`src/ibi_map.svh`:
```
// Constants of the instrument bus interface: bus commands, record
// characters, the status request bit position and timing counts.
// Assumes inclusion by the package and the modules of this block.
`ifndef IBI_MAP_SVH
`define IBI_MAP_SVH

// Addressed commands (low five bits masked off, group in bits 6:5).
`define IBI_GRP_LISTEN 2'h1
`define IBI_GRP_TALK 2'h2
`define IBI_GRP_CMD 2'h0
// Universal and addressed command codes.
`define IBI_CMD_GTL 8'h01
`define IBI_CMD_SDC 8'h04
`define IBI_CMD_GET 8'h08
`define IBI_CMD_LLO 8'h11
`define IBI_CMD_DCL 8'h14
`define IBI_CMD_SPE 8'h18
`define IBI_CMD_SPD 8'h19
`define IBI_ADDR_UNADDR 5'h1F
// Record characters.
`define IBI_CHAR_CR 8'h0D
`define IBI_CHAR_LF 8'h0A
// Trigger pulse length and clock rate.
`define IBI_CLK_HZ 50000000
`define IBI_TRIG_NS 1000
`define IBI_TRIG_CYC ((`IBI_TRIG_NS * (`IBI_CLK_HZ / 1000000) + 999) / 1000)
// Settling time for the data lines before DAV is asserted.
`define IBI_SETTLE_NS 100
`define IBI_SETTLE_CYC ((`IBI_SETTLE_NS * (`IBI_CLK_HZ / 1000000) + 999) / 1000)
// Status byte service request bit.
`define IBI_STB_RQS 6

`endif

```
`src/ibi_pkg.sv`:
```
// Types of the instrument bus interface.
// Assumes the map header is on the include path.
`include "ibi_map.svh"
package ibi_pkg;
    // Source handshake states.
    typedef enum logic [1:0] {SrcIdle, SrcSettle, SrcValid, SrcWait} ibi_src_t;
    // Acceptor handshake states.
    typedef enum logic [1:0] {AccReady, AccHold, AccDone} ibi_acc_t;
endpackage : ibi_pkg

```
`src/ibi_sync.sv`:
```
// Three-stage synchroniser with a filtered output register for a group of bus pin inputs.
// Assumes the inputs are asynchronous to clk_sys.
`timescale 1ns/1ns
module ibi_sync #(
    parameter int W = 8
) (
    input wire logic clk_sys,
    input wire logic resetn,
    input wire logic [W-1:0] pinIn,
    output logic [W-1:0] syncOut
);
    // Stage registers; the first is read by the second only.
    logic [W-1:0] s1_q, s2_q, s3_q, out_q;
    logic [W-1:0] out_d;

    // A change counts once the second and third stages agree.
    always_comb begin
        for (int i = 0; i < W; i++) begin
            out_d[i] = (s2_q[i] == s3_q[i]) ? s3_q[i] : out_q[i];
        end
    end

    // Register the stages; reset level is high (bus lines idle high).
    always_ff @(posedge clk_sys or negedge resetn) begin
        if (!resetn) begin
            s1_q <= '1;
            s2_q <= '1;
            s3_q <= '1;
            out_q <= '1;
        end else begin
            s1_q <= pinIn;
            s2_q <= s1_q;
            s3_q <= s2_q;
            out_q <= out_d;
        end
    end

    assign syncOut = out_q;
endmodule : ibi_sync

```
`src/ibi_device.sv`:
```
// Device end of the instrument bus: handshakes, talker, listener,
// serial poll, service request, remote/local, clear and trigger.
// Assumes active-low bus lines given as level pins (low = true); outputs
// are open-drain style with an enable high while pulling low.
`timescale 1ns/1ns
module ibi_device
    import ibi_pkg::*;
#(
    parameter int TRIG_CYC = `IBI_TRIG_CYC,
    parameter int SETTLE_CYC = `IBI_SETTLE_CYC
) (
    input wire logic clk_sys,
    input wire logic resetn,
    // Bus pins, true when low.
    input wire logic [7:0] dioIn,
    output logic [7:0] dioOe,
    input wire logic davIn,
    output logic davOe,
    input wire logic nrfdIn,
    output logic nrfdOe,
    input wire logic ndacIn,
    output logic ndacOe,
    input wire logic atnIn,
    input wire logic ifcIn,
    input wire logic renIn,
    input wire logic eoiIn,
    output logic eoiOe,
    output logic srqOe,
    // Straps: address, listen-only, talk-only.
    input wire logic [4:0] myAddr,
    input wire logic listenOnly,
    input wire logic talkOnly,
    // Service request and status byte from the instrument.
    input wire logic svcReq,
    input wire logic [7:0] statusByte,
    // Talk stream from the instrument.
    input wire logic [7:0] txData,
    input wire logic txValid,
    output logic txReady,
    // Listen stream to the instrument.
    output logic [7:0] rxData,
    output logic rxValid,
    output logic rxEnd,
    // Instrument events.
    output logic devClear,
    output logic trigOut,
    output logic remote,
    output logic lockout
);
    // Synchronised bus lines (true = asserted); pins pass at pin level so
    // the idle-high reset of the synchroniser shows a quiet bus.
    logic [13:0] rawPins, syncPins;
    logic [7:0] dio;
    logic dav, nrfd, ndac, atn, ifc, ren;
    assign rawPins = {dioIn, davIn, nrfdIn, ndacIn, atnIn, ifcIn, renIn};
    assign {dio, dav, nrfd, ndac, atn, ifc, ren} = ~syncPins;

    ibi_sync #(.W(14)) uSync (
        .clk_sys(clk_sys),
        .resetn(resetn),
        .pinIn(rawPins),
        .syncOut(syncPins)
    );

    // State registers.
    ibi_src_t src_q, src_d;
    ibi_acc_t acc_q, acc_d;
    logic tads_q, tads_d, lads_q, lads_d, spms_q, spms_d;
    logic rem_q, rem_d, llo_q, llo_d, rqs_q, rqs_d;
    logic [7:0] dout_q, dout_d;
    logic eoi_q, eoi_d;
    logic [15:0] cnt_q, cnt_d;
    logic [15:0] trig_q, trig_d;
    logic clr_q, clr_d, txr_q, txr_d;
    logic [7:0] rxd_q, rxd_d;
    logic rxv_q, rxv_d, rxe_q, rxe_d;
    logic srqSent_q, srqSent_d;

    // Effective modes; talk-only wins when both straps are on.
    logic tonMode, lonMode, talkAct, lisAct;
    assign tonMode = talkOnly;
    assign lonMode = listenOnly && !talkOnly;
    assign talkAct = (tads_q || tonMode) && !atn;
    assign lisAct = (lads_q || lonMode) && !atn;

    // Next-state logic for all interface functions.
    always_comb begin
        logic take;
        logic [7:0] cmd;
        take = 1'b0;
        cmd = dio;
        src_d = src_q;
        acc_d = acc_q;
        tads_d = tads_q;
        lads_d = lads_q;
        spms_d = spms_q;
        rem_d = rem_q;
        llo_d = llo_q;
        rqs_d = rqs_q;
        dout_d = dout_q;
        eoi_d = 1'b0;
        cnt_d = cnt_q;
        trig_d = (trig_q != 16'h0000) ? trig_q - 16'h0001 : trig_q;
        clr_d = 1'b0;
        txr_d = 1'b0;
        rxd_d = rxd_q;
        rxv_d = 1'b0;
        rxe_d = 1'b0;
        srqSent_d = srqSent_q;
        // Service request is raised on a new request edge.
        if (svcReq && !srqSent_q && !tonMode && !lonMode) begin
            rqs_d = 1'b1;
            srqSent_d = 1'b1;
        end
        if (!svcReq) begin
            srqSent_d = 1'b0;
        end
        // Acceptor handshake for commands and listen data.
        case (acc_q)
            AccReady: begin
                if (dav && (atn || lisAct)) begin
                    take = 1'b1;
                    acc_d = AccHold;
                end
            end
            AccHold: begin
                acc_d = AccDone;
            end
            AccDone: begin
                if (!dav) begin
                    acc_d = AccReady;
                end
            end
            default: acc_d = AccReady;
        endcase
        // Decode one accepted byte as a bus command.
        if (take && atn) begin
            if (cmd[6:5] == `IBI_GRP_LISTEN) begin
                if (cmd[4:0] == `IBI_ADDR_UNADDR) begin
                    lads_d = 1'b0;
                end else if (cmd[4:0] == myAddr) begin
                    lads_d = 1'b1;
                    rem_d = ren;
                end
            end else if (cmd[6:5] == `IBI_GRP_TALK) begin
                if (cmd[4:0] == myAddr) begin
                    tads_d = 1'b1;
                    lads_d = 1'b0;
                end else begin
                    tads_d = 1'b0;
                end
            end else if (cmd == `IBI_CMD_DCL ||
                         (cmd == `IBI_CMD_SDC && lads_q)) begin
                clr_d = 1'b1;
            end else if (cmd == `IBI_CMD_GET && lads_q) begin
                trig_d = 16'(TRIG_CYC);
            end else if (cmd == `IBI_CMD_SPE) begin
                spms_d = 1'b1;
            end else if (cmd == `IBI_CMD_SPD) begin
                spms_d = 1'b0;
            end else if (cmd == `IBI_CMD_LLO) begin
                llo_d = 1'b1;
            end else if (cmd == `IBI_CMD_GTL && lads_q) begin
                rem_d = 1'b0;
            end
        end else if (take) begin
            // Listen data; a CR closes the record, LF is passed.
            rxd_d = dio;
            rxv_d = 1'b1;
            rxe_d = (dio == `IBI_CHAR_CR);
        end
        // Source handshake for talk data and the status byte.
        case (src_q)
            SrcIdle: begin
                if (talkAct && spms_q) begin
                    dout_d = statusByte;
                    dout_d[`IBI_STB_RQS] = rqs_q;
                    cnt_d = 16'(SETTLE_CYC);
                    src_d = SrcSettle;
                end else if (talkAct && txValid) begin
                    // The byte stays offered until the bus takes it.
                    dout_d = txData;
                    cnt_d = 16'(SETTLE_CYC);
                    src_d = SrcSettle;
                end
            end
            SrcSettle: begin
                if (cnt_q != 16'h0000) begin
                    cnt_d = cnt_q - 16'h0001;
                end else if (!nrfd) begin
                    src_d = SrcValid;
                end
            end
            SrcValid: begin
                if (!ndac) begin
                    // A new request in this very cycle outlives the poll.
                    if (spms_q) begin
                        if (srqSent_q || !svcReq) begin
                            rqs_d = 1'b0;
                        end
                    end else begin
                        // An aborted byte is never handed back.
                        txr_d = 1'b1;
                    end
                    src_d = SrcWait;
                end
            end
            SrcWait: begin
                src_d = SrcIdle;
            end
            default: src_d = SrcIdle;
        endcase
        // Losing talk or an attention abandons the byte on the lines.
        if (!talkAct && src_q != SrcIdle) begin
            src_d = SrcIdle;
        end
        // Remote enable false drops remote and lockout.
        if (!ren) begin
            rem_d = 1'b0;
            llo_d = 1'b0;
        end
        // Interface clear idles talker, addressed listener and serial poll.
        if (ifc) begin
            tads_d = 1'b0;
            lads_d = 1'b0;
            spms_d = 1'b0;
            src_d = SrcIdle;
        end
        // Only-modes force the other function idle.
        if (tonMode) begin
            lads_d = 1'b0;
            rqs_d = 1'b0;
        end
        if (lonMode) begin
            tads_d = 1'b0;
            rqs_d = 1'b0;
        end
    end

    // Register all interface state.
    always_ff @(posedge clk_sys or negedge resetn) begin
        if (!resetn) begin
            src_q <= SrcIdle;
            acc_q <= AccReady;
            tads_q <= 1'b0;
            lads_q <= 1'b0;
            spms_q <= 1'b0;
            rem_q <= 1'b0;
            llo_q <= 1'b0;
            rqs_q <= 1'b0;
            dout_q <= 8'h00;
            eoi_q <= 1'b0;
            cnt_q <= 16'h0000;
            trig_q <= 16'h0000;
            clr_q <= 1'b0;
            txr_q <= 1'b0;
            rxd_q <= 8'h00;
            rxv_q <= 1'b0;
            rxe_q <= 1'b0;
            srqSent_q <= 1'b0;
        end else begin
            src_q <= src_d;
            acc_q <= acc_d;
            tads_q <= tads_d;
            lads_q <= lads_d;
            spms_q <= spms_d;
            rem_q <= rem_d;
            llo_q <= llo_d;
            rqs_q <= rqs_d;
            dout_q <= dout_d;
            eoi_q <= eoi_d;
            cnt_q <= cnt_d;
            trig_q <= trig_d;
            clr_q <= clr_d;
            txr_q <= txr_d;
            rxd_q <= rxd_d;
            rxv_q <= rxv_d;
            rxe_q <= rxe_d;
            srqSent_q <= srqSent_d;
        end
    end

    // Output pin enables, registered from the next-state values in step with the state.
    logic [7:0] dioOe_q;
    logic davOe_q, nrfdOe_q, ndacOe_q, srqOe_q, trigOut_q;
    always_ff @(posedge clk_sys or negedge resetn) begin
        if (!resetn) begin
            dioOe_q <= 8'h00;
            davOe_q <= 1'b0;
            nrfdOe_q <= 1'b0;
            ndacOe_q <= 1'b0;
            srqOe_q <= 1'b0;
            trigOut_q <= 1'b0;
        end else begin
            dioOe_q <= (src_d != SrcIdle) ? dout_d : 8'h00;
            davOe_q <= (src_d == SrcValid);
            nrfdOe_q <= (acc_d != AccReady) && (atn || lisAct);
            ndacOe_q <= (acc_d != AccDone) && (atn || lisAct);
            srqOe_q <= rqs_d;
            trigOut_q <= (trig_d != 16'h0000);
        end
    end

    assign dioOe = dioOe_q;
    assign davOe = davOe_q;
    assign nrfdOe = nrfdOe_q;
    assign ndacOe = ndacOe_q;
    assign eoiOe = eoi_q;
    assign srqOe = srqOe_q;
    assign trigOut = trigOut_q;
    assign txReady = txr_q;
    assign rxData = rxd_q;
    assign rxValid = rxv_q;
    assign rxEnd = rxe_q;
    assign devClear = clr_q;
    assign remote = rem_q;
    assign lockout = llo_q;
endmodule : ibi_device

```
`config.mk`:
```
export PLATFORM = sky130hd
export DESIGN_NAME = ibi_device
export DESIGN_NICKNAME = d
export VERILOG_FILES = /design/src/ibi_pkg.sv /design/src/ibi_sync.sv /design/src/ibi_device.sv
export VERILOG_INCLUDE_DIRS = /design/src /design/src/src
export SDC_FILE = /design/constraint.sdc
export NUM_CORES = 1
export LEC_CHECK = 0
export BUFFER_PORTS_ARGS = -buffer_cell sky130_fd_sc_hd__buf_2
export CORE_ASPECT_RATIO = 0.8
export CORE_MARGIN = 1.5
export CORE_UTILIZATION = 50
export CTS_CLUSTER_DIAMETER = 60
export DETAILED_ROUTE_END_ITERATION = 8
export GPL_TIMING_DRIVEN = 0
export PLACE_DENSITY_LB_ADDON = 0.2
export SLEW_MARGIN = 20
export SYNTH_ARGS = -nofsm -noshare
export SYNTH_HDL_FRONTEND = slang
export SYNTH_SLANG_ARGS = --single-unit
```
`constraint.sdc`:
```
create_clock -name clk_sys -period 6.1 [get_ports clk_sys]
set_clock_uncertainty 0.15 [all_clocks]
set_input_delay 0.61 -clock clk_sys [delete_from_list [all_inputs] [get_ports clk_sys]]
set_output_delay 0.61 -clock clk_sys [all_outputs]
set_load 0.005 [all_outputs]
```
==> impl_metrics.toml, run 1 <==
[run_status]
outcome = "finished clean"

[clock_tree]
cts.sinks = 131
cts_hold_buf = 0
cts_root_buffer = "clkbuf_16"
clk_path_buf_depth = 2
path_clk_slew_ps = 50
ctsResizeCount = 0
cts_tree = "yes"
htreeDepth = 4
clock_latency_ps = 400
postCtsSetupBuffers = 0
cts_buffers = 17

[power_and_ir_drop]
ir_worst_vdd_v = 0.0002209
p_leak_nw = 2.843
powerDensity_mw_per_mm2 = 425.3
total_power_mw = 2.751

[drt]
ant_nets = 0
drt-met1-wl_um = 4971
vias = 3681
met2_length_um = 5053
met3_length_um = 505
drt-pass1-iter-count = 4
top_layer_used = "met5"
routed_wl_um = 10670
drtIter0Drc = 268
drt-vias-per-instance = 5.358
drt-wirelength-per-cell_um = 15.53
drc = 0

[sta]
setup_viol = 0
maxSlewViolCount = 0
fmax_ghz = 0.3659
setup_slack_ps = 3367
hold_viol_final = 0
slew_headroom_pct = 46.04
fin_hold_ws_ps = 35.51
worst_pin_slew_ps = 802.0
timing.final.crit_period_ps = 2733
setup_tns_ps = 0
rsz0062_at_grt = "no"
min_period_over_period_pct = 44.80

[layout]
final_cell_mix = "75 x dfrtp_1, 67 x buf_2, 56 x dfstp_2"
drive_gt1_share_pct = 30.71
mostFrequentLayoutCell = "dfrtp_1"
final_nets = 581
syn2layout_area_growth_pct = 22.02
finish.utilization_pct = 62.92
antenna_cells = 0

[place]
place_ws_ps = 3433
portBuffers = 66
hpwl_um = 7054
place_congestion = 0.8552

[die]
ios = 70
core_area_mm2 = 0.01028
die_w_um = 118.1
start_util_pct = 51.56
rows = 33
die-area_mm2 = 0.01123
die_h_um = 95.10

[yosys]
synth-seq-cells = 131
synth_largest_area_cell = "dfrtp_1"
synth_edf_count = 0
synthCells = 448
synth_top_area_share_pct = 35.40
synthArstFlopShare_pct = 100.0
syn_area_mm2 = 0.005301
avgSynthCellArea_um2 = 11.83
syn_nets = 495
ys_seq_area_share_pct = 63.16
synth.area.top_cells = "dfrtp_1 35%, dfstp_2 28%, nor2_1 3.5%"
yosys_warnings = 0
ys.flop_type = "dfrtp_1"
ys_types = 58

[global_routing]
grt_max_degree = 74
grt-ovfl-total = 0
grt.total_usage_pct = 20.71
grt_pass1_vias = 3790
grt_pass1_wl_um = 18080
antenna_found_initial = 1

[setup_path]
critPathMaxFanout = 5
crit_path_start_kind = "register"
arrival_ps = 2840
setup.worst_path.class = "reg -> reg"
r2r-start = "trig_q[0]"
reg2reg_to = "trigOut"
rrSetupSlack_ps = 3370
cp.required_ps = 6200
reg2reg_depth = 8
end_kind = "register"

[worst_hold_path]
hold_class = "in -> async"

[flow_run]
cap_violations = 0
==> power breakdown <==
group	switching (mW)	leakage (nW)	internal, mW
logic	0.288	0.977	0.228
registers	0.133	1.55	1.04
clock network	0.352	0.314	0.714
total	0.773	2.84	1.98
==> critical path, cell delays in order, from the launching register on <==
cell and delay (ps):
dfrtp_1 410, inv_1 110, ha_1 200, nor3b_1 550
nand2_1 200, nor2_1 190, mux2_2 370, nor4_1 270
nand4_1 130
==> worst max-delay path by stage <==
stage                startpoint   endpoint  slack (ps)  cells after the start
2_1_floorplan          cnt_q[5]  cnt_q[10]        3760                      7
4_1_cts        uSync.syncOut[6]    trigOut        3420                      7
3_5_place_dp          trig_q[0]    trigOut        3430                      8
5_1_grt               trig_q[0]    trigOut        3120                      8
3_3_place_gp             resetn   dioOe[5]        2650                      1
6_report              trig_q[0]    trigOut        3370                      8
==> state kept, by name, summed over array words and instances (netlist names), 2 cells and up <==
name	flops
dioOe	8
uSync.s2_q	14
uSync.syncOut	14
cnt_q	16
rxData	8
trig_q	16
uSync.s3_q	14
src_q	2
uSync.s1_q	14
acc_q	2
dout_q	8
==> synth_stat cells (8+ instances only) <==
| cell type | count |
|---|---|
| dfrtp_1 | 75 |
| dfstp_2 | 56 |
| nor2_1 | 49 |
| nand2_1 | 25 |
| a21oi_1 | 20 |
| xnor2_1 | 17 |
| nor3_1 | 16 |
| maj3_1 | 14 |
| inv_1 | 13 |
| o21ai_0 | 13 |
| and2_1 | 12 |
| nand3_1 | 11 |
| clkbuf_1 | 10 |
| nor4_1 | 8 |
| o22ai_1 | 8 |
==> layer usage <==
metal,track usage (%),vias up
met1,26.30,1812
met5,0,-
met3,6.998,15
li1,-,1758
met2,33.14,94
met4,8.232,2
==> cell families (layout without fill, tap and decap cells) <==
logic type | Yosys count | after routing | share of synthesized area, %
AO/OA/AOI/OAI | 70 | 70 | 8.756
XOR/XNOR | 21 | 21 | 3.469
adder cells (fa/ha/maj) | 19 | 19 | 3.823
buffers and inverters | 27 | 126 | 2.101
flip-flops | 131 | 131 | 63.16
multiplexers | 5 | 5 | 0.9913
other | 1 | 1 | 0.07074
AND/OR/NAND/NOR | 174 | 174 | 17.63
==> stage by stage <==
| step | instances | area, um2 |
|---|---|---|
| 2_1_floorplan | 448 | 5301 |
| 3_5_place_dp | 655 | 5841 |
| 3_3_place_gp | 654 | 5807 |
| 5_1_grt | 687 | 6469 |
| 6_report | 687 | 6469 |
| 4_1_cts | 687 | 6469 |
==> area by class of cell <==
class | instances | area (um2)
buffer | 14 | 62.56
clock buffer | 22 | 474.2
clock inverter | 10 | 153.9
fill | 795 | 3812
inverter | 13 | 48.80
multi-input combinational | 290 | 1842
sequential | 131 | 3348
tap | 140 | 175.2
timing repair buffer | 67 | 364.1
(Power assumes the default switching activity.)
==> run 2: changes to the inputs <==
==> constraint.sdc (replaced) <==
create_clock -name clk_sys -period 2.5 [get_ports clk_sys]
set_clock_uncertainty 0.15 [all_clocks]
set_input_delay 0.25 -clock clk_sys [delete_from_list [all_inputs] [get_ports clk_sys]]
set_output_delay 0.25 -clock clk_sys [all_outputs]
set_load 0.005 [all_outputs]
==> run 2 against run 1 <==
Global-route usage is 1.2 points higher. Via count is 5.7% higher. Combinational power grew to 2.8 times the previous value. Largest cell class unchanged. Critical endpoint unchanged. Non-clock buffer count rose by 35. Register-to-register slack got worse by 3300 ps. Critical path type unchanged. Die area unchanged. Hold slack got worse by 8.3 ps. Largest power group unchanged.
==> impl_metrics.toml, run 2 (synthesis results as in run 1) <==
[run_status]
outcome = "finished clean"

[place]
placed_area_mm2 = 0.005841
portBuffers = 66
hpwl_um = 7054
place_congestion = 0.8552

[power_and_ir_drop]
total_power_mw = 6.965
p_comb_share_pct = 21.1
p_leak_nw = 3.047
p_sw_mw = 2.021
p_sw_share_pct = 29.01
ir_worst_vdd_v = 0.0005457
p_int_mw = 4.945
powerDensity_mw_per_mm2 = 1006
seq_power_share_pct = 41.5
clockPowerShare_pct = 37.4

[drt]
ant_nets = 0
vias = 3890
drtIter0Drc = 273
drt-wirelength-per-cell_um = 15.94
drt-vias-per-instance = 5.388
drc = 0
routed_wl_um = 11510
drt-pass1-iter-count = 5

[sta]
fin_hold_ws_ps = 27.20
rsz0062_at_grt = "yes"
timing.final.crit_period_ps = 2463
setup_viol = 0
worst_pin_slew_ps = 653.9
maxSlewViolCount = 0
fmax_ghz = 0.4061
hold_viol_final = 0
slew_headroom_pct = 56.21
min_period_over_period_pct = 98.51
setup_tns_ps = 0

[setup_path]
crit_path_start = "trig_q[2]"
reg2reg_to = "trigOut"
critPathMaxFanout = 5
end_kind = "register"
setup.worst_path.class = "reg -> reg"
r2r-start = "trig_q[2]"
arrival_ps = 2650
crit_path_start_kind = "register"
rrSetupSlack_ps = 40
cp.required_ps = 2680
reg2reg_depth = 6

[layout]
mostFrequentLayoutCell = "dfrtp_1"
top_regs = "cnt_q x16, trig_q x16"
finish.utilization_pct = 67.37
antenna_cells = 0
final_cell_mix = "75 x dfrtp_1, 65 x buf_2, 56 x dfstp_2"
final_cell_area_mm2 = 0.006927
final_nets = 616
syn2layout_area_growth_pct = 30.66
drive_gt1_share_pct = 35.40

[global_routing]
grt_max_degree = 74
grt.total_usage_pct = 21.88
grt_pass1_vias = 3991
antenna_found_initial = 0
grt-ovfl-total = 0
grt_pass1_wl_um = 19110

[worst_hold_path]
min_to = "dout_q[3]"
hold_class = "in -> reg"
worstHoldStart = "statusByte[3]"
min_path_cells = 3

[clock_tree]
clk_path_buf_depth = 2
cts.sinks = 131
path_clk_slew_ps = 60
cts_root_buffer = "clkbuf_16"
htreeDepth = 4
cts_tree = "yes"
clock_latency_ps = 410
cts_buffers = 17

[die]
start_util_pct = 51.56
ios = 70
rows = 33
core_area_mm2 = 0.01028
die-area_mm2 = 0.01123
die_h_um = 95.10
die_w_um = 118.1

[flow_run]
cap_violations = 0
-- run 2: cell count changes in the layout (fill, tap and decap cells not counted), sizes merged --
| cell | before | now |
|---|---|---|
| buf | 71 | 88 |
| clkbuf | 32 | 31 |
| dlygate4sd3 | 0 | 19 |
-- run 2: worst max path at each step --
stage                      endpoint  slack, ps  cells past startpoint
after floorplan           cnt_q[10]        160                      7
after global placement     dioOe[5]       -590                      1
after detailed placement    trigOut       -170                      8
after CTS                 cnt_q[13]        -20                      8
after global routing        trigOut       -110                      7
final                       trigOut         40                      6
-- run 2: power by group through the flow --
stage | Sequential [mW] | Combinational [mW] | Clock [mW]
4_1_cts | 2.85 | 1.36 | 2.66
6_report | 2.89 | 1.47 | 2.61
3_5_place_dp | 2.87 | 1.24 | 0
5_1_grt | 2.94 | 1.64 | 2.76
3_3_place_gp | 2.85 | 1.20 | 0
2_1_floorplan | 2.80 | 0.881 | 0
-- run 2: metrics by stage --
| stage | setup WS, ps | cells |
|---|---|---|
| 6_report | 37.36 | 722 |
| 5_1_grt | -112.8 | 722 |
| 3_3_place_gp | -591.5 | 654 |
| 4_1_cts | -21.72 | 716 |
| 2_1_floorplan | 160.0 | 448 |
| 3_5_place_dp | -167.1 | 655 |
-- run 2: cell type report --
| class | instances | area (um2) |
|---|---|---|
| Timing Repair Buffer | 104 | 689.4 |
| Buffer | 12 | 66.31 |
| Inverter | 13 | 48.80 |
| Fill cell | 755 | 3354 |
| Clock inverter | 10 | 153.9 |
| Clock buffer | 22 | 474.2 |
| Multi-Input combinational cell | 290 | 1971 |
| Tap cell | 140 | 175.2 |
| Sequential cell | 131 | 3348 |
-- run 2: timing repair --
item,in CTS,in global routing
pin swaps,10,7
setup endpoints to repair,9,26
endpoints found under the hold margin,53,0
resized for setup,16,19
gates cloned,1,0
hold buffers,19,0
buffers inserted,10,7
-- run 2: routing by layer --
layer	routed length, um	GRT usage, %	vias to the layer above
met1	5040	27.57	1913
met5	0	0	-
met4	174	9.146	0
met3	595	6.280	16
li1	-	-	1830
met2	5698	36.00	131
-- run 2: worst max-delay path, cell delays in order, from the launching register on --
cell and delay (ps):
dfrtp_1 470, nor4_2 580, nand3_1 200, nor3_1 430, nor3_1 110, a311o_1 360, nand4_1 110
